### config.mk
export PLATFORM = sky130hd
export DESIGN_NAME = uis_intr_status
export DESIGN_NICKNAME = d
export VERILOG_FILES = /design/src/uis_intr_status.v /design/src/uis_dma_counter.v
export VERILOG_INCLUDE_DIRS = /design/src /design/src/src
export SDC_FILE = /design/constraint.sdc
export NUM_CORES = 1
export LEC_CHECK = 0
export BUFFER_PORTS_ARGS = -buffer_cell sky130_fd_sc_hd__clkbuf_2
export CAP_MARGIN = 5
export CORE_MARGIN = 3
export CORE_UTILIZATION = 35
export DETAILED_ROUTE_END_ITERATION = 7
export SETUP_SLACK_MARGIN = 0.4
export SLEW_MARGIN = 15
export SYNTH_ARGS = -nofsm -noshare
export SYNTH_HDL_FRONTEND = slang
export SYNTH_SLANG_ARGS = --single-unit
### constraint.sdc
create_clock -name CLK -period 3.4 [get_ports CLK]
set_clock_uncertainty 0.2 [all_clocks]
set_input_delay 0.68 -clock CLK [delete_from_list [all_inputs] [get_ports CLK]]
set_output_delay 0.68 -clock CLK [all_outputs]
set_load 0.02 [all_outputs]
### src/uis_map.vh
// register map, bit positions and reset values of the interrupt status block
`ifndef UIS_MAP_VH
`define UIS_MAP_VH

// =====================================================================
// register indexes (byte address is four times the index)
`define UIS_IDX_SUM 6'h00
`define UIS_IDX_DEV 6'h01
`define UIS_IDX_HOST 6'h02
`define UIS_IDX_CPU 6'h03
`define UIS_IDX_IDE 6'h04
`define UIS_IDX_SUM_MASK 6'h10
`define UIS_IDX_DEV_ENB 6'h11
`define UIS_IDX_HOST_ENB 6'h12
`define UIS_IDX_CPU_ENB 6'h13
`define UIS_IDX_IDE_ENB 6'h14
`define UIS_IDX_DMA0_CNT 6'h20
`define UIS_IDX_DMA1_CNT 6'h21

// =====================================================================
// summary register bits
`define UIS_SUM_DEV 7
`define UIS_SUM_HOST 6
`define UIS_SUM_CPU 5
`define UIS_SUM_IDE 4

// =====================================================================
// device event status bits
`define UIS_DEV_BULK 4
`define UIS_DEV_SETUP 3
`define UIS_DEV_FIFO 2
`define UIS_DEV_CEP 1
`define UIS_DEV_OEP 0

// =====================================================================
// host event status bits (5..0 are group flags, slice n of the inputs)
`define UIS_HOST_PWR_ERR 7
`define UIS_HOST_LINE_CHG 6
`define UIS_HOST_NGRP 6

// =====================================================================
// cpu port event status bits
`define UIS_CPU_RAM_DONE 7
`define UIS_CPU_CH1_WRAP 3
`define UIS_CPU_CH1_DONE 2
`define UIS_CPU_CH0_WRAP 1
`define UIS_CPU_CH0_DONE 0

// =====================================================================
// drive event status bits
`define UIS_IDE_REG_DONE 7
`define UIS_IDE_REG_ERR 6
`define UIS_IDE_SEQ_DONE 5
`define UIS_IDE_AUTO_DONE 4
`define UIS_IDE_DMA_DONE 2
`define UIS_IDE_IRQ_SEEN 1
`define UIS_IDE_TERM_SEEN 0

// =====================================================================
// write-1-to-clear masks and reset values
`define UIS_DEV_W1C 8'h08
`define UIS_HOST_W1C 8'hc0
`define UIS_CPU_W1C 8'h8f
`define UIS_IDE_W1C 8'hf7
`define UIS_STAT_RST 8'h00
`define UIS_ENB_RST 8'h00
`define UIS_CNT_RST 32'h0000_0000

`endif

### src/uis_intr_status.v
// interrupt status registers of the dual-role usb controller, apb slave
//
// Chosen here: register access over APB.
`timescale 1ns/1ns
`include "uis_map.vh"

// Notes on behaviour
// - group flags read-only, clear with enabled causes
// - direct flags cleared by writing one
// - device group flags only in device mode
// - setup flag on completed setup stage
// - setup updates control endpoint stall/nak/toggle/protect
// - set-address goes to auto address, no flag
// - power error on fault pin falling edge
// - line change when lines leave se0
// - host group flags mirror enabled lower causes
// - ram read-back ready sets its flag
// - free-running counter overflow wraps and flags
// - dma stop or termination sets done
// - drive register access done sets flag
// - drive status bit layout, bit three reserved
// - interrupt low while a summary bit enabled in the summary mask is set
module uis_intr_status #(
    parameter CNT_W = 32
) (
    input wire CLK,
    input wire RST,
    input wire CE,
    input wire PSEL,
    input wire PENABLE,
    input wire PWRITE,
    input wire [7:0] PADDR,
    input wire [31:0] PWDATA,
    output reg [31:0] PRDATA,
    output reg PREADY,
    output reg PSLVERR,
    input wire DEV_MODE,
    input wire [31:0] DEV_GRP_STAT,
    input wire [31:0] DEV_GRP_ENB,
    input wire [47:0] HOST_GRP_STAT,
    input wire [47:0] HOST_GRP_ENB,
    input wire SETUP_DONE,
    input wire SETUP_IS_SET_ADDR,
    input wire POWER_SWITCH_FAULT_PIN,
    input wire HOST_DP,
    input wire HOST_DM,
    input wire RAM_READBACK_READY,
    input wire [1:0] DMA_BEAT,
    input wire [1:0] DMA_CLEAR,
    input wire [1:0] DMA_FREE_RUN,
    input wire [1:0] DMA_STOPPED,
    input wire [1:0] DMA_TERM_DONE,
    input wire [7:0] DRIVE_EVENT,
    output reg IRQ_OUT_N,
    output reg AUTO_ADDR_REQ,
    output reg EP0_FORCED_STALL_CLR,
    output reg EP0_FORCED_NAK_SET,
    output reg EP0_TOGGLE_STATE_SET,
    output reg CTRL_EP_PROTECT_SET
);
    // =================================================================
    // helpers
    function any_enabled;
        input [7:0] stat;
        input [7:0] enb;
        begin
            any_enabled = |(stat & enb);
        end
    endfunction

    function [7:0] w1c_next;
        input [7:0] cur;
        input [7:0] clr;
        input [7:0] set;
        begin
            w1c_next = (cur & ~clr) | set;
        end
    endfunction

    // =================================================================
    // state
    reg [7:0] dev_stat_ff;
    reg [7:0] host_stat_ff;
    reg [7:0] cpu_stat_ff;
    reg [7:0] ide_stat_ff;
    reg [7:0] dev_enb_ff;
    reg [7:0] host_enb_ff;
    reg [7:0] cpu_enb_ff;
    reg [7:0] ide_enb_ff;
    reg [7:0] sum_ff;
    reg [7:0] sum_mask_ff;
    reg pf_s1_ff;
    reg pf_s2_ff;
    reg pf_prev_ff;
    reg [1:0] ln_s1_ff;
    reg [1:0] ln_s2_ff;
    reg se0_prev_ff;
    reg [7:0] nxt_dev_stat;
    reg [7:0] nxt_host_stat;
    reg [7:0] nxt_cpu_stat;
    reg [7:0] nxt_ide_stat;
    reg [7:0] nxt_sum;
    reg [31:0] nxt_rdata;
    reg nxt_err;
    reg [7:0] host_grp;
    reg [7:0] dev_set;
    reg [7:0] host_set;
    reg [7:0] cpu_set;
    reg [7:0] ide_set;
    integer i;

    wire [CNT_W-1:0] dma0_count;
    wire [CNT_W-1:0] dma1_count;
    wire dma0_wrap;
    wire dma1_wrap;

    // =================================================================
    // dma transfer counters
    uis_dma_counter #(.W(CNT_W)) u_dma0 (
        .clk(CLK),
        .rst(RST),
        .ce(CE),
        .clear(DMA_CLEAR[0]),
        .beat(DMA_BEAT[0]),
        .free_run(DMA_FREE_RUN[0]),
        .count_ff(dma0_count),
        .wrap_ff(dma0_wrap)
    );

    uis_dma_counter #(.W(CNT_W)) u_dma1 (
        .clk(CLK),
        .rst(RST),
        .ce(CE),
        .clear(DMA_CLEAR[1]),
        .beat(DMA_BEAT[1]),
        .free_run(DMA_FREE_RUN[1]),
        .count_ff(dma1_count),
        .wrap_ff(dma1_wrap)
    );

    // =================================================================
    // apb decode
    wire [5:0] idx = PADDR[7:2];
    wire access = PSEL & PENABLE;
    wire done = access & PREADY;
    wire wr_done = done & PWRITE & ~PSLVERR;
    wire rd_done = done & ~PWRITE & ~PSLVERR;
    wire [7:0] wbyte = PWDATA[7:0];

    // =================================================================
    // pin synchronisers and edge detection
    wire se0 = ~ln_s2_ff[1] & ~ln_s2_ff[0];
    wire pwr_fall = pf_prev_ff & ~pf_s2_ff;
    wire line_left_se0 = se0_prev_ff & ~se0;

    // =================================================================
    // group flags mirror enabled lower causes, no storage of their own
    wire dev_bulk_group_flag = DEV_MODE & any_enabled(DEV_GRP_STAT[31:24],
        DEV_GRP_ENB[31:24]);
    wire dev_fifo_group_flag = DEV_MODE & any_enabled(DEV_GRP_STAT[23:16],
        DEV_GRP_ENB[23:16]);
    wire dev_ctrl_ep_group_flag = DEV_MODE & any_enabled(DEV_GRP_STAT[15:8],
        DEV_GRP_ENB[15:8]);
    wire dev_other_ep_group_flag = DEV_MODE & any_enabled(DEV_GRP_STAT[7:0],
        DEV_GRP_ENB[7:0]);

    always @* begin
        host_grp = 8'h00;
        for (i = 0; i < `UIS_HOST_NGRP; i = i + 1) begin
            host_grp[i] = any_enabled(HOST_GRP_STAT[i*8 +: 8],
                HOST_GRP_ENB[i*8 +: 8]);
        end
    end

    wire setup_evt = SETUP_DONE & DEV_MODE & ~SETUP_IS_SET_ADDR;
    wire addr_evt = SETUP_DONE & DEV_MODE & SETUP_IS_SET_ADDR;

    wire [7:0] dev_view = {3'b000, dev_bulk_group_flag, dev_stat_ff[`UIS_DEV_SETUP],
        dev_fifo_group_flag, dev_ctrl_ep_group_flag, dev_other_ep_group_flag};
    wire [7:0] host_view = {host_stat_ff[7:6], host_grp[5:0]};

    // =================================================================
    // hardware set terms
    always @* begin
        dev_set = 8'h00;
        host_set = 8'h00;
        cpu_set = 8'h00;
        ide_set = 8'h00;
        dev_set[`UIS_DEV_SETUP] = setup_evt;
        host_set[`UIS_HOST_PWR_ERR] = pwr_fall;
        host_set[`UIS_HOST_LINE_CHG] = line_left_se0;
        cpu_set[`UIS_CPU_RAM_DONE] = RAM_READBACK_READY;
        cpu_set[`UIS_CPU_CH0_WRAP] = dma0_wrap;
        cpu_set[`UIS_CPU_CH1_WRAP] = dma1_wrap;
        cpu_set[`UIS_CPU_CH0_DONE] = DMA_STOPPED[0] | DMA_TERM_DONE[0];
        cpu_set[`UIS_CPU_CH1_DONE] = DMA_STOPPED[1] | DMA_TERM_DONE[1];
        // bit three of the drive status is reserved and never set
        ide_set = DRIVE_EVENT & `UIS_IDE_W1C;
    end

    // =================================================================
    // next status: write-one clears only direct bits, a set wins
    always @* begin
        nxt_dev_stat = w1c_next(dev_stat_ff,
            (wr_done && idx == `UIS_IDX_DEV) ? (wbyte & `UIS_DEV_W1C) : 8'h00,
            dev_set);
        nxt_host_stat = w1c_next(host_stat_ff,
            (wr_done && idx == `UIS_IDX_HOST) ? (wbyte & `UIS_HOST_W1C) : 8'h00,
            host_set);
        nxt_cpu_stat = w1c_next(cpu_stat_ff,
            (wr_done && idx == `UIS_IDX_CPU) ? (wbyte & `UIS_CPU_W1C) : 8'h00,
            cpu_set);
        nxt_ide_stat = w1c_next(ide_stat_ff,
            (wr_done && idx == `UIS_IDX_IDE) ? (wbyte & `UIS_IDE_W1C) : 8'h00,
            ide_set);
    end

    // =================================================================
    // summary: sticky, cleared by reading, re-set while a cause stays
    wire dev_any = any_enabled(dev_view, dev_enb_ff);
    wire host_any = any_enabled(host_view, host_enb_ff);
    wire cpu_any = any_enabled(cpu_stat_ff, cpu_enb_ff);
    wire ide_any = any_enabled(ide_stat_ff, ide_enb_ff);

    always @* begin
        nxt_sum = (rd_done && idx == `UIS_IDX_SUM) ? 8'h00 : sum_ff;
        nxt_sum = nxt_sum | {dev_any, host_any, cpu_any, ide_any, 4'h0};
    end

    // =================================================================
    // read mux and unmapped detection
    always @* begin
        nxt_rdata = 32'h0000_0000;
        nxt_err = 1'b0;
        if (PADDR[1:0] != 2'b00) begin
            nxt_err = 1'b1;
        end else begin
            case (idx)
                `UIS_IDX_SUM: nxt_rdata[7:0] = sum_ff;
                `UIS_IDX_DEV: nxt_rdata[7:0] = dev_view;
                `UIS_IDX_HOST: nxt_rdata[7:0] = host_view;
                `UIS_IDX_CPU: nxt_rdata[7:0] = cpu_stat_ff;
                `UIS_IDX_IDE: nxt_rdata[7:0] = ide_stat_ff;
                `UIS_IDX_SUM_MASK: nxt_rdata[7:0] = sum_mask_ff;
                `UIS_IDX_DEV_ENB: nxt_rdata[7:0] = dev_enb_ff;
                `UIS_IDX_HOST_ENB: nxt_rdata[7:0] = host_enb_ff;
                `UIS_IDX_CPU_ENB: nxt_rdata[7:0] = cpu_enb_ff;
                `UIS_IDX_IDE_ENB: nxt_rdata[7:0] = ide_enb_ff;
                `UIS_IDX_DMA0_CNT: nxt_rdata[CNT_W-1:0] = dma0_count;
                `UIS_IDX_DMA1_CNT: nxt_rdata[CNT_W-1:0] = dma1_count;
                default: nxt_err = 1'b1;
            endcase
        end
    end

    // =================================================================
    // apb handshake: one wait state, data and error settle with ready
    always @(posedge CLK) begin
        if (RST) begin
            PREADY <= 1'b0;
            PRDATA <= 32'h0000_0000;
            PSLVERR <= 1'b0;
        end else if (CE) begin
            PREADY <= access & ~PREADY;
            if (access & ~PREADY) begin
                PRDATA <= PWRITE ? 32'h0000_0000 : nxt_rdata;
                PSLVERR <= nxt_err;
            end else begin
                PRDATA <= 32'h0000_0000;
                PSLVERR <= 1'b0;
            end
        end
    end

    // =================================================================
    // software-written enables and mask
    always @(posedge CLK) begin
        if (RST) begin
            dev_enb_ff <= `UIS_ENB_RST;
            host_enb_ff <= `UIS_ENB_RST;
            cpu_enb_ff <= `UIS_ENB_RST;
            ide_enb_ff <= `UIS_ENB_RST;
            sum_mask_ff <= `UIS_ENB_RST;
        end else if (CE && wr_done) begin
            case (idx)
                `UIS_IDX_DEV_ENB: dev_enb_ff <= wbyte;
                `UIS_IDX_HOST_ENB: host_enb_ff <= wbyte;
                `UIS_IDX_CPU_ENB: cpu_enb_ff <= wbyte;
                `UIS_IDX_IDE_ENB: ide_enb_ff <= wbyte;
                `UIS_IDX_SUM_MASK: sum_mask_ff <= wbyte;
                default: sum_mask_ff <= sum_mask_ff;
            endcase
        end
    end

    // =================================================================
    // synchronisers; the power-error path must never be gated by mode
    always @(posedge CLK) begin
        if (RST) begin
            pf_s1_ff <= 1'b1;
            pf_s2_ff <= 1'b1;
            pf_prev_ff <= 1'b1;
            ln_s1_ff <= 2'b00;
            ln_s2_ff <= 2'b00;
            se0_prev_ff <= 1'b1;
        end else if (CE) begin
            pf_s1_ff <= POWER_SWITCH_FAULT_PIN;
            pf_s2_ff <= pf_s1_ff;
            pf_prev_ff <= pf_s2_ff;
            ln_s1_ff <= {HOST_DP, HOST_DM};
            ln_s2_ff <= ln_s1_ff;
            se0_prev_ff <= se0;
        end
    end

    // =================================================================
    // status registers and outputs
    always @(posedge CLK) begin
        if (RST) begin
            dev_stat_ff <= `UIS_STAT_RST;
            host_stat_ff <= `UIS_STAT_RST;
            cpu_stat_ff <= `UIS_STAT_RST;
            ide_stat_ff <= `UIS_STAT_RST;
            sum_ff <= `UIS_STAT_RST;
            IRQ_OUT_N <= 1'b1;
            AUTO_ADDR_REQ <= 1'b0;
            EP0_FORCED_STALL_CLR <= 1'b0;
            EP0_FORCED_NAK_SET <= 1'b0;
            EP0_TOGGLE_STATE_SET <= 1'b0;
            CTRL_EP_PROTECT_SET <= 1'b0;
        end else if (CE) begin
            dev_stat_ff <= nxt_dev_stat;
            host_stat_ff <= nxt_host_stat;
            cpu_stat_ff <= nxt_cpu_stat;
            ide_stat_ff <= nxt_ide_stat;
            sum_ff <= nxt_sum;
            // follows the next summary so a read that empties it releases the line high
            IRQ_OUT_N <= ~|(nxt_sum & sum_mask_ff);
            AUTO_ADDR_REQ <= addr_evt;
            EP0_FORCED_STALL_CLR <= setup_evt;
            EP0_FORCED_NAK_SET <= setup_evt;
            EP0_TOGGLE_STATE_SET <= setup_evt;
            CTRL_EP_PROTECT_SET <= setup_evt;
        end
    end
endmodule

### src/uis_dma_counter.v
// transfer counter of one dma channel with free-running wrap
`timescale 1ns/1ns
module uis_dma_counter #(
    parameter W = 32
) (
    input wire clk,
    input wire rst,
    input wire ce,
    input wire clear,
    input wire beat,
    input wire free_run,
    output reg [W-1:0] count_ff,
    output reg wrap_ff
);
    // =================================================================
    // counter
    always @(posedge clk) begin
        if (rst) begin
            count_ff <= {W{1'b0}};
            wrap_ff <= 1'b0;
        end else if (ce) begin
            wrap_ff <= 1'b0;
            if (clear) begin
                count_ff <= {W{1'b0}};
            end else if (beat) begin
                if (&count_ff) begin
                    // outside free-running mode the count stops at the top
                    if (free_run) begin
                        count_ff <= {W{1'b0}};
                        wrap_ff <= 1'b1;
                    end
                end else begin
                    count_ff <= count_ff + 1'b1;
                end
            end
        end
    end
endmodule

==> impl_metrics.toml <==
[synthesis]
syn_area_per_cell_sq_um = 8.43
ys_types = 77
syn-num-nets = 1303
ys_warn_count = 0
synth_seq_cells = 174
yosys-top-cells-area = "dfxtp_1 39%, mux2i_1 7.0%, nor2_1 6.9%"
ys.flop_type = "dfxtp_1"
yosys.area.top_type = "dfxtp_1"
syn_inst = 1070
synth_edf_count = 0
yosysSeqAreaShare_pct = 38.6
syn_area_sq_um = 9020
async_flop_share_pct = 0
synth_top_area_share_pct = 38.6

[clock_tree]
postCtsSetupRepairBufs = 0
cts_buffers = 17
hold_buffers = 0
htreeDepth = 4
clk_path_buf_depth = 2
cts-root-buf = "clkbuf_16"
clkLatencyLatePin_ns = 0.43
clk_pin_slew_ns = 0.07
cts_tree = "yes"
clock-sinks = 174

[setup_path]
crit_arrival_ns = 2.98
critPathCaptureType = "flip-flop"
required_ns = 3.55
path_class = "reg2reg"
cp_max_fo = 10
cp-start-kind = "flip-flop"

[die]
die_y_microns = 167
num_rows = 58
chipWidth_microns = 167
die-area_sq_um = 27700
io_pins = 271
start_util_pct = 35.7
core_area_sq_um = 25300

[sta]
min_period_over_period_pct = 83.3
relSlewSlack_pct = 44.4
grt_setup_unrepaired = "yes"
worst_slack_ns = 0.568
maxSlewViolCount = 0
hold_slack_ns = 0.267
hold_violations = 0
setup_viol = 0
fmax_ghz = 0.353
post-route-min-period_ns = 2.83
fin_tns_setup_ns = 0
worstMarginPinSlew_ns = 0.830

[cells_and_area]
final_nets = 1523
drive_gt1_share_pct = 25.0
final_cell_mix = "244 x clkbuf_2, 174 x dfxtp_1, 165 x nor2_1"
area_delta_synth_final_pct = 23.0
final_util_pct = 43.9
final_area_sq_um = 11100
instances_no_fill = 1634
layout_commonest_cell = "clkbuf_2"

[power_and_ir_drop]
p_leak_nw = 4.51
power_mw = 4.37
vdd.ir_drop.worst_v = 0.000308
power_frac_seq_pct = 47.5
internal_power_mw = 3.30
pwr_density_cell_nw_per_um2 = 394
clock_power_share_pct = 43.9
switching_share_pct = 24.6
p_comb_share_pct = 8.6
switching_power_mw = 1.07

[route]
drt_first_pass_iters = 5
postRouteAntennaNets = 0
vias = 9208
first_iter_violations = 844
wl_per_cell_microns = 18.9
drc = 0
vias_per_cell = 5.64
finalWirelength_mm = 30.9

[place]
port_buffers = 245
place.gp.congestion = 0.934
dp_hpwl_mm = 24.1
dp_cells = 1601
place_ws_ns = 0.453
placed_area_sq_um = 10500

[grt]
grt_pass1_vias = 8826
grt_pass1_wl_mm = 48.3
antenna_found_initial = 1
grt_max_degree = 71
gr-total-overflow = 0
track_usage_pct = 21.6

[run]
max-cap-violations = 0

[run_status]
outcome = "completed"

[min_path]
hold_class = "reg2reg"
## cells by family after synthesis
logic type | Yosys count | share of synthesized area [%]
AND/OR/NAND/NOR | 430 | 24.4
multiplexers | 67 | 7.49
XOR/XNOR | 28 | 2.72
adder cells (fa/ha/maj) | 2 | 0.277
buffers and inverters | 77 | 4.23
flip-flops | 174 | 38.6
AO/OA/AOI/OAI | 292 | 22.2
## metal layers
| metal | vias to the layer above | track usage [%] | wire length (microns) |
|---|---|---|---|
| li1 | 4429 | - | - |
| met1 | 4344 | 29.1 | 13500 |
| met2 | 377 | 34.5 | 14100 |
| met3 | 58 | 3.32 | 2180 |
| met4 | 0 | 9.33 | 1170 |
| met5 | - | 0 | 0 |
## cell usage after synthesis (10+ instances only)
cell      number
a21oi_1       62
a22o_1        15
a22oi_1       79
and2_1        15
and3_1        13
and4_1        10
buf_2         21
clkbuf_1      29
dfxtp_1      174
inv_1         11
mux2i_1       63
nand2_1       87
nand3_1       40
nand4_1       32
nor2_1       165
nor3_1        11
nor4_1        11
o21ai_0       48
o31ai_1       12
xnor2_1       14
xor2_1        14
## flip-flops by register name, indices dropped and copies added (netlist names), 5 cells and up
signal	flops
sum_ff	8
host_enb_ff	8
u_dma1.count_ff	32
cpu_stat_ff	5
sum_mask_ff	8
ide_enb_ff	8
ide_stat_ff	7
PRDATA	32
dev_enb_ff	8
u_dma0.count_ff	32
cpu_enb_ff	8
## timing repair
| item | CTS | global route |
|---|---|---|
| resized for setup | 0 | 2 |
| setup endpoints to repair | 0 | 6 |
| endpoints found under the hold margin | 0 | 0 |
## final cells by class
class	count	area (sq um)
antenna	1	2.50
clock buffer	21	470
clock inverter	11	108
fill	2539	14200
inverter	11	41.3
multi-input combinational	819	5170
sequential	174	3480
tap	330	413
timing repair buffer	267	1410
## final timing paths
check,start,to,slack [ns],cells after the start
worst min register to register,PRDATA[2]$_SDFFE_PP0P_,PRDATA[2]$_SDFFE_PP0P_,0.27,2
worst max register to register,u_dma1.count_ff[0]$_SDFFE_PP0P_,u_dma1.count_ff[21]$_SDFFE_PP0P_,0.57,8
worst min-delay path,PRDATA[2]$_SDFFE_PP0P_,PRDATA[2]$_SDFFE_PP0P_,0.27,2
worst max-delay path,u_dma1.count_ff[0]$_SDFFE_PP0P_,u_dma1.count_ff[21]$_SDFFE_PP0P_,0.57,8
## critical path, stage by stage, from the launching register on
cell and delay, ns:
dfxtp_1 0.39, ha_1 0.31, and4_1 0.32, nand4_4 0.21
nor3_4 0.10, nor2_1 0.65, buf_4 0.29, nand2_1 0.07
o31ai_1 0.20
## power by group through the flow
| stage | combinational (mW) | sequential (mW) | clock (mW) |
|---|---|---|---|
| floorplan | 0.180 | 2.12 | 0 |
| global placement | 0.370 | 2.12 | 0 |
| detailed placement | 0.374 | 2.12 | 0 |
| CTS | 0.376 | 2.08 | 1.95 |
| global route | 0.411 | 2.08 | 2.03 |
| finish | 0.376 | 2.08 | 1.92 |
Note: power is estimated with default switching activity, not from simulation.
